## src/logic/hse_consts.svh

```systemverilog
// Shared constants for the half-space evaluator and its rendering-processor end
`ifndef HSE_CONSTS_SVH
`define HSE_CONSTS_SVH

`define HSE_COORD_W 16
`define HSE_DELTA_W 17
`define HSE_PIX_W 13
`define HSE_ACC_W 36
`define HSE_SUB_SHIFT 3
`define HSE_GRID 4
`define HSE_SITES 16
`define HSE_ARRAY_SPAN 16'h0020
`define HSE_SUB_MASK 16'hfff8

`endif

```

## src/logic/hse_pkg.sv

```systemverilog
// Types and arithmetic helper shared by both ends of the half-space evaluator
`include "hse_consts.svh"

package hse_pkg;

    typedef logic signed [`HSE_COORD_W-1:0] hse_coord_t;
    typedef logic signed [`HSE_DELTA_W-1:0] hse_delta_t;
    typedef logic signed [`HSE_ACC_W-1:0] hse_acc_t;
    typedef logic signed [`HSE_PIX_W-1:0] hse_pix_t;
    typedef logic [`HSE_SITES-1:0] hse_mask_t;

    typedef enum logic [1:0] {HSE_D_EMPTY, HSE_D_HELD} hse_dev_state_t;

    typedef enum logic [2:0] {HSE_H_IDLE, HSE_H_EDGE, HSE_H_LOAD, HSE_H_TERM, HSE_H_EVAL} hse_host_state_t;

    // Operands arrive sign-extended to the accumulator width, so truncation is exact
    function automatic hse_acc_t hse_mul(input hse_acc_t a, input hse_acc_t b);
        return hse_acc_t'(a * b);
    endfunction : hse_mul

endpackage : hse_pkg

```

## src/logic/hse_link_if.sv

```systemverilog
// Link between the rendering processor end and the half-space evaluator end
`timescale 1ns/1ps

interface hse_link_if;
    import hse_pkg::*;

    logic load;
    hse_delta_t dx;
    hse_delta_t dy;
    logic eval;
    hse_acc_t hconst;
    logic res_valid;
    hse_mask_t res_mask;
    logic held;

    modport dev (
        input load,
        input dx,
        input dy,
        input eval,
        input hconst,
        output res_valid,
        output res_mask,
        output held
    );

    modport host (
        output load,
        output dx,
        output dy,
        output eval,
        output hconst,
        input res_valid,
        input res_mask,
        input held
    );

endinterface : hse_link_if

```

## src/logic/hse_host.sv

```systemverilog
// Rendering-processor end: edge setup, constant generation and update-array tiling
`timescale 1ns/1ps
`include "hse_consts.svh"

module hse_host #(
    parameter int TILE_W = 8
) (
    input wire logic ref_clk_i,
    input wire logic rstn_i,
    hse_link_if.host link,
    input wire logic start_i,
    input hse_pkg::hse_coord_t x1_i,
    input hse_pkg::hse_coord_t y1_i,
    input hse_pkg::hse_coord_t x2_i,
    input hse_pkg::hse_coord_t y2_i,
    input hse_pkg::hse_coord_t org_x_i,
    input hse_pkg::hse_coord_t org_y_i,
    input wire logic [TILE_W-1:0] cols_m1_i,
    input wire logic [TILE_W-1:0] rows_m1_i,
    output logic busy_o,
    output logic eval_o,
    output hse_pkg::hse_pix_t pix_x_o,
    output hse_pkg::hse_pix_t pix_y_o,
    output logic done_o
);
    import hse_pkg::*;

    // ----------------------------------------------------------------
    // Sequencer
    // ----------------------------------------------------------------

    hse_host_state_t st_q, st_d;
    hse_coord_t x1_q, x1_d, y1_q, y1_d, x2_q, x2_d, y2_q, y2_d;
    hse_coord_t bx_q, bx_d, ox_q, ox_d, oy_q, oy_d;
    logic [TILE_W-1:0] cols_q, cols_d, rows_q, rows_d, col_q, col_d, row_q, row_d;
    hse_delta_t dx_q, dx_d, dy_q, dy_d;
    hse_acc_t edge_q, edge_d, orig_q, orig_d, hconst_q, hconst_d;
    logic load_q, load_d, eval_q, eval_d, done_q, done_d;
    hse_pix_t px_q, px_d, py_q, py_d;
    hse_delta_t dx_c, dy_c;

    assign dx_c = hse_delta_t'(x2_q) - hse_delta_t'(x1_q);
    assign dy_c = hse_delta_t'(y2_q) - hse_delta_t'(y1_q);

    always_comb begin
        st_d = st_q;
        x1_d = x1_q;
        y1_d = y1_q;
        x2_d = x2_q;
        y2_d = y2_q;
        bx_d = bx_q;
        ox_d = ox_q;
        oy_d = oy_q;
        cols_d = cols_q;
        rows_d = rows_q;
        col_d = col_q;
        row_d = row_q;
        dx_d = dx_q;
        dy_d = dy_q;
        edge_d = edge_q;
        orig_d = orig_q;
        hconst_d = hconst_q;
        load_d = 1'b0;
        eval_d = 1'b0;
        done_d = 1'b0;
        px_d = px_q;
        py_d = py_q;
        unique case (st_q)
            HSE_H_IDLE: begin
                if (start_i) begin
                    x1_d = x1_i;
                    y1_d = y1_i;
                    x2_d = x2_i;
                    y2_d = y2_i;
                    // Origins snap to a pixel corner, the sampling point
                    bx_d = org_x_i & `HSE_SUB_MASK;
                    ox_d = org_x_i & `HSE_SUB_MASK;
                    oy_d = org_y_i & `HSE_SUB_MASK;
                    cols_d = cols_m1_i;
                    rows_d = rows_m1_i;
                    col_d = '0;
                    row_d = '0;
                    st_d = HSE_H_EDGE;
                end
            end
            HSE_H_EDGE: begin
                dx_d = dx_c;
                dy_d = dy_c;
                edge_d = hse_mul(hse_acc_t'(dy_c), hse_acc_t'(x1_q))
                    - hse_mul(hse_acc_t'(dx_c), hse_acc_t'(y1_q));
                st_d = HSE_H_LOAD;
            end
            HSE_H_LOAD: begin
                load_d = 1'b1;
                st_d = HSE_H_TERM;
            end
            HSE_H_TERM: begin
                orig_d = hse_mul(hse_acc_t'(dx_q), hse_acc_t'(oy_q))
                    - hse_mul(hse_acc_t'(dy_q), hse_acc_t'(ox_q));
                st_d = HSE_H_EVAL;
            end
            HSE_H_EVAL: begin
                hconst_d = orig_q + edge_q;
                eval_d = 1'b1;
                px_d = hse_pix_t'(ox_q >>> `HSE_SUB_SHIFT);
                py_d = hse_pix_t'(oy_q >>> `HSE_SUB_SHIFT);
                st_d = HSE_H_TERM;
                // Row-major walk of 4x4-pixel steps until the region is covered
                if (col_q == cols_q) begin
                    col_d = '0;
                    ox_d = bx_q;
                    if (row_q == rows_q) begin
                        done_d = 1'b1;
                        st_d = HSE_H_IDLE;
                    end else begin
                        row_d = row_q + 1'b1;
                        oy_d = oy_q + `HSE_ARRAY_SPAN;
                    end
                end else begin
                    col_d = col_q + 1'b1;
                    ox_d = ox_q + `HSE_ARRAY_SPAN;
                end
            end
        endcase
    end

    always_ff @(posedge ref_clk_i or negedge rstn_i) begin
        if (!rstn_i) begin
            st_q <= HSE_H_IDLE;
            x1_q <= '0;
            y1_q <= '0;
            x2_q <= '0;
            y2_q <= '0;
            bx_q <= '0;
            ox_q <= '0;
            oy_q <= '0;
            cols_q <= '0;
            rows_q <= '0;
            col_q <= '0;
            row_q <= '0;
            dx_q <= '0;
            dy_q <= '0;
            edge_q <= '0;
            orig_q <= '0;
            hconst_q <= '0;
            load_q <= 1'b0;
            eval_q <= 1'b0;
            done_q <= 1'b0;
            px_q <= '0;
            py_q <= '0;
        end else begin
            st_q <= st_d;
            x1_q <= x1_d;
            y1_q <= y1_d;
            x2_q <= x2_d;
            y2_q <= y2_d;
            bx_q <= bx_d;
            ox_q <= ox_d;
            oy_q <= oy_d;
            cols_q <= cols_d;
            rows_q <= rows_d;
            col_q <= col_d;
            row_q <= row_d;
            dx_q <= dx_d;
            dy_q <= dy_d;
            edge_q <= edge_d;
            orig_q <= orig_d;
            hconst_q <= hconst_d;
            load_q <= load_d;
            eval_q <= eval_d;
            done_q <= done_d;
            px_q <= px_d;
            py_q <= py_d;
        end
    end

    // ----------------------------------------------------------------
    // Outputs
    // ----------------------------------------------------------------

    assign link.load = load_q;
    assign link.dx = dx_q;
    assign link.dy = dy_q;
    assign link.eval = eval_q;
    assign link.hconst = hconst_q;
    assign busy_o = (st_q != HSE_H_IDLE);
    assign eval_o = eval_q;
    assign pix_x_o = px_q;
    assign pix_y_o = py_q;
    assign done_o = done_q;

endmodule : hse_host

```

## src/flat_wrapper.sv

```systemverilog
// flat-port wrapper written by rule: the top's interface ports become plain ports
module hse_host_flat import hse_pkg::*;
#(
    parameter int TILE_W = 8
)
  (ref_clk_i, rstn_i, start_i, x1_i, y1_i, x2_i, y2_i, org_x_i, org_y_i, cols_m1_i, rows_m1_i, busy_o, eval_o, pix_x_o, pix_y_o, done_o, link_load, link_dx, link_dy, link_eval, link_hconst, link_res_valid, link_res_mask, link_held);
  hse_link_if link_i ();
  input wire logic ref_clk_i;
  input wire logic rstn_i;
  input wire logic start_i;
  input hse_pkg::hse_coord_t x1_i;
  input hse_pkg::hse_coord_t y1_i;
  input hse_pkg::hse_coord_t x2_i;
  input hse_pkg::hse_coord_t y2_i;
  input hse_pkg::hse_coord_t org_x_i;
  input hse_pkg::hse_coord_t org_y_i;
  input wire logic [TILE_W-1:0] cols_m1_i;
  input wire logic [TILE_W-1:0] rows_m1_i;
  output logic busy_o;
  output logic eval_o;
  output hse_pkg::hse_pix_t pix_x_o;
  output hse_pkg::hse_pix_t pix_y_o;
  output logic done_o;
  output wire logic [$bits(link_i.load)-1:0] link_load;
  output wire logic [$bits(link_i.dx)-1:0] link_dx;
  output wire logic [$bits(link_i.dy)-1:0] link_dy;
  output wire logic [$bits(link_i.eval)-1:0] link_eval;
  output wire logic [$bits(link_i.hconst)-1:0] link_hconst;
  input wire logic [$bits(link_i.res_valid)-1:0] link_res_valid;
  input wire logic [$bits(link_i.res_mask)-1:0] link_res_mask;
  input wire logic [$bits(link_i.held)-1:0] link_held;
  assign link_load = link_i.load;
  assign link_dx = link_i.dx;
  assign link_dy = link_i.dy;
  assign link_eval = link_i.eval;
  assign link_hconst = link_i.hconst;
  assign link_i.res_valid = link_res_valid;
  assign link_i.res_mask = link_res_mask;
  assign link_i.held = link_held;
  hse_host #(.TILE_W(TILE_W)) u_core (.ref_clk_i(ref_clk_i), .rstn_i(rstn_i), .link(link_i), .start_i(start_i), .x1_i(x1_i), .y1_i(y1_i), .x2_i(x2_i), .y2_i(y2_i), .org_x_i(org_x_i), .org_y_i(org_y_i), .cols_m1_i(cols_m1_i), .rows_m1_i(rows_m1_i), .busy_o(busy_o), .eval_o(eval_o), .pix_x_o(pix_x_o), .pix_y_o(pix_y_o), .done_o(done_o));
endmodule
```

## config.mk

```make
export PLATFORM = sky130hd
export DESIGN_NAME = hse_host_flat
export DESIGN_NICKNAME = d
export VERILOG_FILES = /design/src/logic/hse_pkg.sv /design/src/logic/hse_link_if.sv /design/src/logic/hse_host.sv /design/src/flat_wrapper.sv
export VERILOG_INCLUDE_DIRS = /design/src /design/src/logic
export SDC_FILE = /design/constraint.sdc
export NUM_CORES = 2
export LEC_CHECK = 0
export ABC_AREA = 1
export BUFFER_PORTS_ARGS = -buffer_cell sky130_fd_sc_hd__buf_2
export CAP_MARGIN = 20
export CORE_MARGIN = 3
export CORE_UTILIZATION = 50
export DETAILED_ROUTE_END_ITERATION = 8
export PLACE_DENSITY_LB_ADDON = 0.1
export SYNTH_ARGS = -nofsm -noshare
export SYNTH_HDL_FRONTEND = slang
export SYNTH_SLANG_ARGS = --single-unit
```

## constraint.sdc

```tcl
create_clock -name ref_clk_i -period 8.1 [get_ports ref_clk_i]
set_input_delay 1.62 -clock ref_clk_i [delete_from_list [all_inputs] [get_ports ref_clk_i]]
set_output_delay 1.62 -clock ref_clk_i [all_outputs]
set_load 0.03 [all_outputs]
```

* After elaboration in Yosys (flattened, before gate mapping)
Cells that the tools add are included. W data, S select, Z words.
Cells by class: $add $sub $neg 9, multipliers 4, equal/unequal tests 9, multiplexer cells 22, reductions and logical operators 6
Operator list (number):
- $mul A17 B16 Y33 | 4
- $mux W16 | 5
- $sub A36 B36 Y36 | 2
- $pmux W16 S2 | 2
- $add A36 B36 Y36 | 1
- $sub A16 B16 Y17 | 2
- $add A16 B6 Y16 const B | 2
- $mux W8 | 4
- $pmux W8 S2 | 2
- $add A8 B1 Y8 const B | 2
- $eq A8 B8 Y1 | 2
- $pmux W3 S5 | 1
- $eq A3 B2 Y1 const B | 2
- $mux W3 | 2
- $mux W1 | 5
- $ne A2 B2 Y1 const B | 2
- $reduce_and A2 Y1 | 2
- $reduce_and A4 Y1 | 1
- $eq A3 B1 Y1 const B | 1
- $eq A3 B3 Y1 const B | 1
- $logic_not A3 Y1 | 1
- $reduce_bool A3 Y1 | 1
- $mux W2 | 1
- $ne A2 B1 Y1 const B | 1
- $reduce_bool A2 Y1 | 1
Storage, ports and cells: flip-flop bits (word level) 315, bits of input ports 133, output and inout bits 101, logic and storage cells 72

* Depth between registers and ports, before layout
depth after elaboration 4, gate-level depth with buffers 50, gate-level depth less buffers 50

* Worst setup path before layout
OpenSTA, ideal clock, no wires.
kind reg-to-reg, start reg u_core.y1_q[1], end reg u_core.edge_q[34], arrival 7.739 ns, setup slack 0.245 ns, cell stages (with the launch flop) 41, buffers on the path 1, clock period less this slack 7.855 ns, path through dfrtp_1 > clkbuf_1 > clkinv_1 > ha_1 > nand2_1 > o21ai_2 > nand3_1 > nand3_1 > nand2_1 > nand3b_1 > nand2_2 > inv_2 > nand2_1 > fa_1 > fa_1 > fa_1 > inv_1 > fa_1 > (+5 left out) > nand2_1 > nor2_1 > nand2_1 > o21ai_0 > a21oi_1 > xor2_1 > ha_1 > nand2_1 > nor2_1 > nand2_1 > nor3b_1 > nand2_1 > nand2_1 > nand2_1 > nand2_1 > nand2_1 > nand2_1 > nand2_1
On the way: cells in the longest elaborated chain, start to end 3
RTL lines:
- from (decl) | line hse_host.sv:33 | hse_coord_t x1_q, x1_d, y1_q, y1_d, x2_q, x2_d, y2_q, y2_d;
- from (signal assigned) | line hse_host.sv:154 | y1_q <= y1_d;
- $sub A16 B16 Y17 | line hse_host.sv:43 | assign dy_c = hse_delta_t'(y2_q) - hse_delta_t'(y1_q);
- $mul A17 B16 Y33 | line hse_pkg.sv:18 | return hse_acc_t'(a * b);
- $sub A36 B36 Y36 * | line hse_host.sv:90 | - hse_mul(hse_acc_t'(dx_c), hse_acc_t'(y1_q));
- to (signal assigned) | line hse_host.sv:166 | edge_q <= edge_d;
- to (decl) | line hse_host.sv:37 | hse_acc_t edge_q, edge_d, orig_q, orig_d, hconst_q, hconst_d;
Every way passes the cells marked *; elsewhere a longest branch is shown, timed or not. A chain may end at the register's enable or synchronous reset.

* Worst setup path after layout
start reg u_core.x1_q[0], end reg u_core.edge_q[33]
On the way: cells in the longest elaborated chain, start to end 3
RTL lines:
- from (decl) | line hse_host.sv:33
- from (signal assigned) | line hse_host.sv:130 | x1_q <= '0;
- from (signal assigned) | line hse_host.sv:153 | x1_q <= x1_d;
- $sub A16 B16 Y17 | line hse_host.sv:42 | assign dx_c = hse_delta_t'(x2_q) - hse_delta_t'(x1_q);
- $mul A17 B16 Y33 | line hse_pkg.sv:18
- $sub A36 B36 Y36 * | line hse_host.sv:90
Marks and branches as above.

==> impl_metrics.json <==
{
  "status": "complete, but fails checks",
  "violations": "negative setup slack",
  "worstMarginPinSlew_ps": 937,
  "cap_violations": 0,
  "worstSetupPathType": "reg2reg",
  "nFillCells": 10753,
  "drive_gt1_share_pct": 20.0,
  "synth_area_per_cell_um2": 7.66,
  "grt_max_degree": 144,
  "finalWeightedCongestion": 0.968,
  "h-tree-depth": 2,
  "grt-ovfl-total": 0,
  "crit_path_frequent_cell": "nand2_2",
  "tritoncts": "built",
  "wl_met2_um": 96400,
  "post_drt_wl_per_cell_um": 19.0,
  "fin_ws_ps": -44.1,
  "wl_um": 198000,
  "period_needed_ps": 8140,
  "hold_start": "u_core.pix_x_o[1]$_DFFE_PN0P_",
  "critPathMaxFanout": 4,
  "cts_buffer_depth": 3,
  "syn_inst": 7899,
  "antenna_found_initial": 9,
  "cpMaxStageDelayCell": "fa_2",
  "final_util_pct": 62.3,
  "maxSlewHeadroom_pct": 37.6,
  "arrival_ps": 8660,
  "max_freq_mhz": 123,
  "netlist_area_mm2": 0.0605,
  "antenna_left": 0,
  "drv_slew": 0,
  "num_io_pins": 234,
  "drt_iter0_drc": 3607,
  "cts_root_buf": "clkbuf_16",
  "cp-end-kind": "flop",
  "met3_length_um": 11700,
  "rsz0062_at_grt": "yes",
  "numCtsBuffers": 44,
  "async_flop_share_pct": 100,
  "fin_crit_sh_pct": 101,
  "cp.required_ps": 8610,
  "finClkSkew_ps": 36.3,
  "io_buffers": 209,
  "hold_viol_final": 0,
  "synth_edf_count": 0,
  "initial_core_util_pct": 50.8,
  "core-area_mm2": 0.119,
  "setup.worst_path.start_class": "flop",
  "ys.flop_type": "dfrtp_1",
  "die-area_mm2": 0.125,
  "ys_seq_elements": 308,
  "rows": 126,
  "m1WireLength_um": 79400,
  "grt_pass1_wl_um": 310000,
  "cts_sinks": 308,
  "clk_pin_slew_ps": 60,
  "routed.top_layer": "met5",
  "dp_hpwl_um": 166000,
  "drt-pass1-iter-count": 7,
  "track_usage_pct": 31.7,
  "slowest_delay_ps": 580,
  "yosysUniqueCellTypes": 56,
  "finalSetupViolCount": 5,
  "die_w_um": 354,
  "syn_to_final_growth_pct": 22.7,
  "grt_pass1_vias": 56489,
  "vias": 54118,
  "crit_start": "u_core.x1_q[0]$_DFFE_PN0P_",
  "yosys_warnings": 0,
  "nets": 10421,
  "reg2reg_from": "u_core.x1_q[0]$_DFFE_PN0P_",
  "min_path_type": "reg2reg",
  "worstSkewPairLatency_ps": 660,
  "seq_area_frac_synth_pct": 12.7,
  "die_y_um": 354,
  "drcViolationCount": 0,
  "via_per_inst": 5.19
}
## synthesized netlist by cell type, types with 12 or more instances
cell      instances  area share, %
fa_1           1048             35
nand2_1        2083             13
inv_1          1691             10
a21oi_1         294            2.4
nand4_1          67           0.69
o211ai_1         19           0.24
o21a_1           12           0.15
o22ai_1          15           0.16
dfrtp_1         308             13
nor2_1          633            3.9
clkinv_1         14          0.087
nand3_1         277            2.3
buf_1            26           0.16
buf_2            29           0.24
or2_2            55           0.57
nand3b_1         23           0.29
xnor2_1         100            1.4
o21ai_0         309            2.6
o21bai_1         39           0.48
clkbuf_1        137           0.85
nand2_2          12           0.12
inv_2            17           0.11
ha_1            453            9.4
a21o_1           18           0.22
xor2_1           82            1.2
nor3_1           55           0.46
## path summary, 6_finish.rpt
check	to	slack, ps	depth (start not counted)
min in group asynchronous	u_core.x1_q[9]$_DFFE_PN0P_	930	1
max in group asynchronous	u_core.ox_q[7]$_DFFE_PN0P_	5680	2
worst min-delay path	u_core.pix_x_o[1]$_DFFE_PN0P_	470	2
worst min register to register	u_core.pix_x_o[1]$_DFFE_PN0P_	470	2
worst max-delay path	u_core.edge_q[33]$_DFFE_PN0P_	-40	44
worst max register to register	u_core.edge_q[33]$_DFFE_PN0P_	-40	44
## registers in the layout, indices dropped and copies added (netlist names), 3 cells and up
signal and cells:
u_core.edge_q 36, u_core.link.hconst 36, u_core.orig_q 35, u_core.link.dx 17, u_core.link.dy 17, u_core.x1_q 16
u_core.x2_q 16, u_core.y1_q 16, u_core.y2_q 16, u_core.bx_q 13, u_core.ox_q 13, u_core.oy_q 13
u_core.pix_x_o 13, u_core.pix_y_o 13, u_core.col_q 8, u_core.cols_q 8, u_core.row_q 8, u_core.rows_q 8
u_core.st_q 3
## metal layers
metal,global-route usage [%],vias to the layer above
met1,39.8,26657
li1,-,25406
met2,54.9,1617
met5,0,-
met3,4.68,434
met4,13.1,4
## cell type report
type,instances,area [µm²],share of cell area (%)
sequential,308,7720,10.4
antenna,1,2.50,0.00337
tap,1600,2000,2.70
inverter,1724,6540,8.82
multi-input combinational,5764,49400,66.6
clock inverter,25,343,0.462
clock buffer,53,1160,1.57
timing repair buffer,945,7040,9.49
## cell families after synthesis
kind of cell | Yosys count | synth area share (%)
buf+inv | 1921 | 12.0
simple gates | 3241 | 21.7
other cells | 2 | 0.0124
xor+xnor | 189 | 2.86
fa+ha+maj | 1501 | 44.1
compound gates | 737 | 6.60
flops | 308 | 12.7
## cell usage in the layout, fill, tap and decap left out, types with 48 or more instances in the layout
cell     count
nor2_1     537
nor2_2      59
inv_1     1634
buf_6       48
nand2_2     98
buf_4      665
nand3_1    239
nand4_1     67
ha_1       374
or2_2       51
nand2_4     53
ha_4        74
xor2_1      66
fa_1      1019
dfrtp_1    298
inv_2       60
conb_1      96
a21oi_1    205
a21oi_2     66
buf_2      208
xnor2_1     96
nand2_1   1941
o21ai_0    258
## critical path: cells and delay by family (launching register included)
family / cells / cell delay [ps]
buf+inv: 10 / 850
compound gates: 1 / 40
simple gates: 23 / 2290
fa+ha+maj: 10 / 4380
flops: 1 / 390
## what timing repair did
item / in CTS / in global routing
pin swaps: 21 / 271
setup endpoints to repair: 23 / 29
gates resized for setup: 177 / 760
gates cloned: 0 / 0
hold buffers: 0 / 0
setup buffers: 8 / 66
## stage by stage
step	cells	hold slack (ps)	setup TNS (ps)	area, µm²	setup slack, ps
6_report	10420	474	-155	74200	-44.1
5_1_grt	10419	505	-4360	74200	-388
4_1_cts	10359	475	-1630	70700	-195
3_5_place_dp	10273	460	-8000	68400	-464
3_3_place_gp	10273	454	-5440	68400	-341
2_1_floorplan	7993	437	0	60800	245
Power is not shown: default switching activity piles up to over one toggle a cycle in this logic, so the estimate is an artifact.
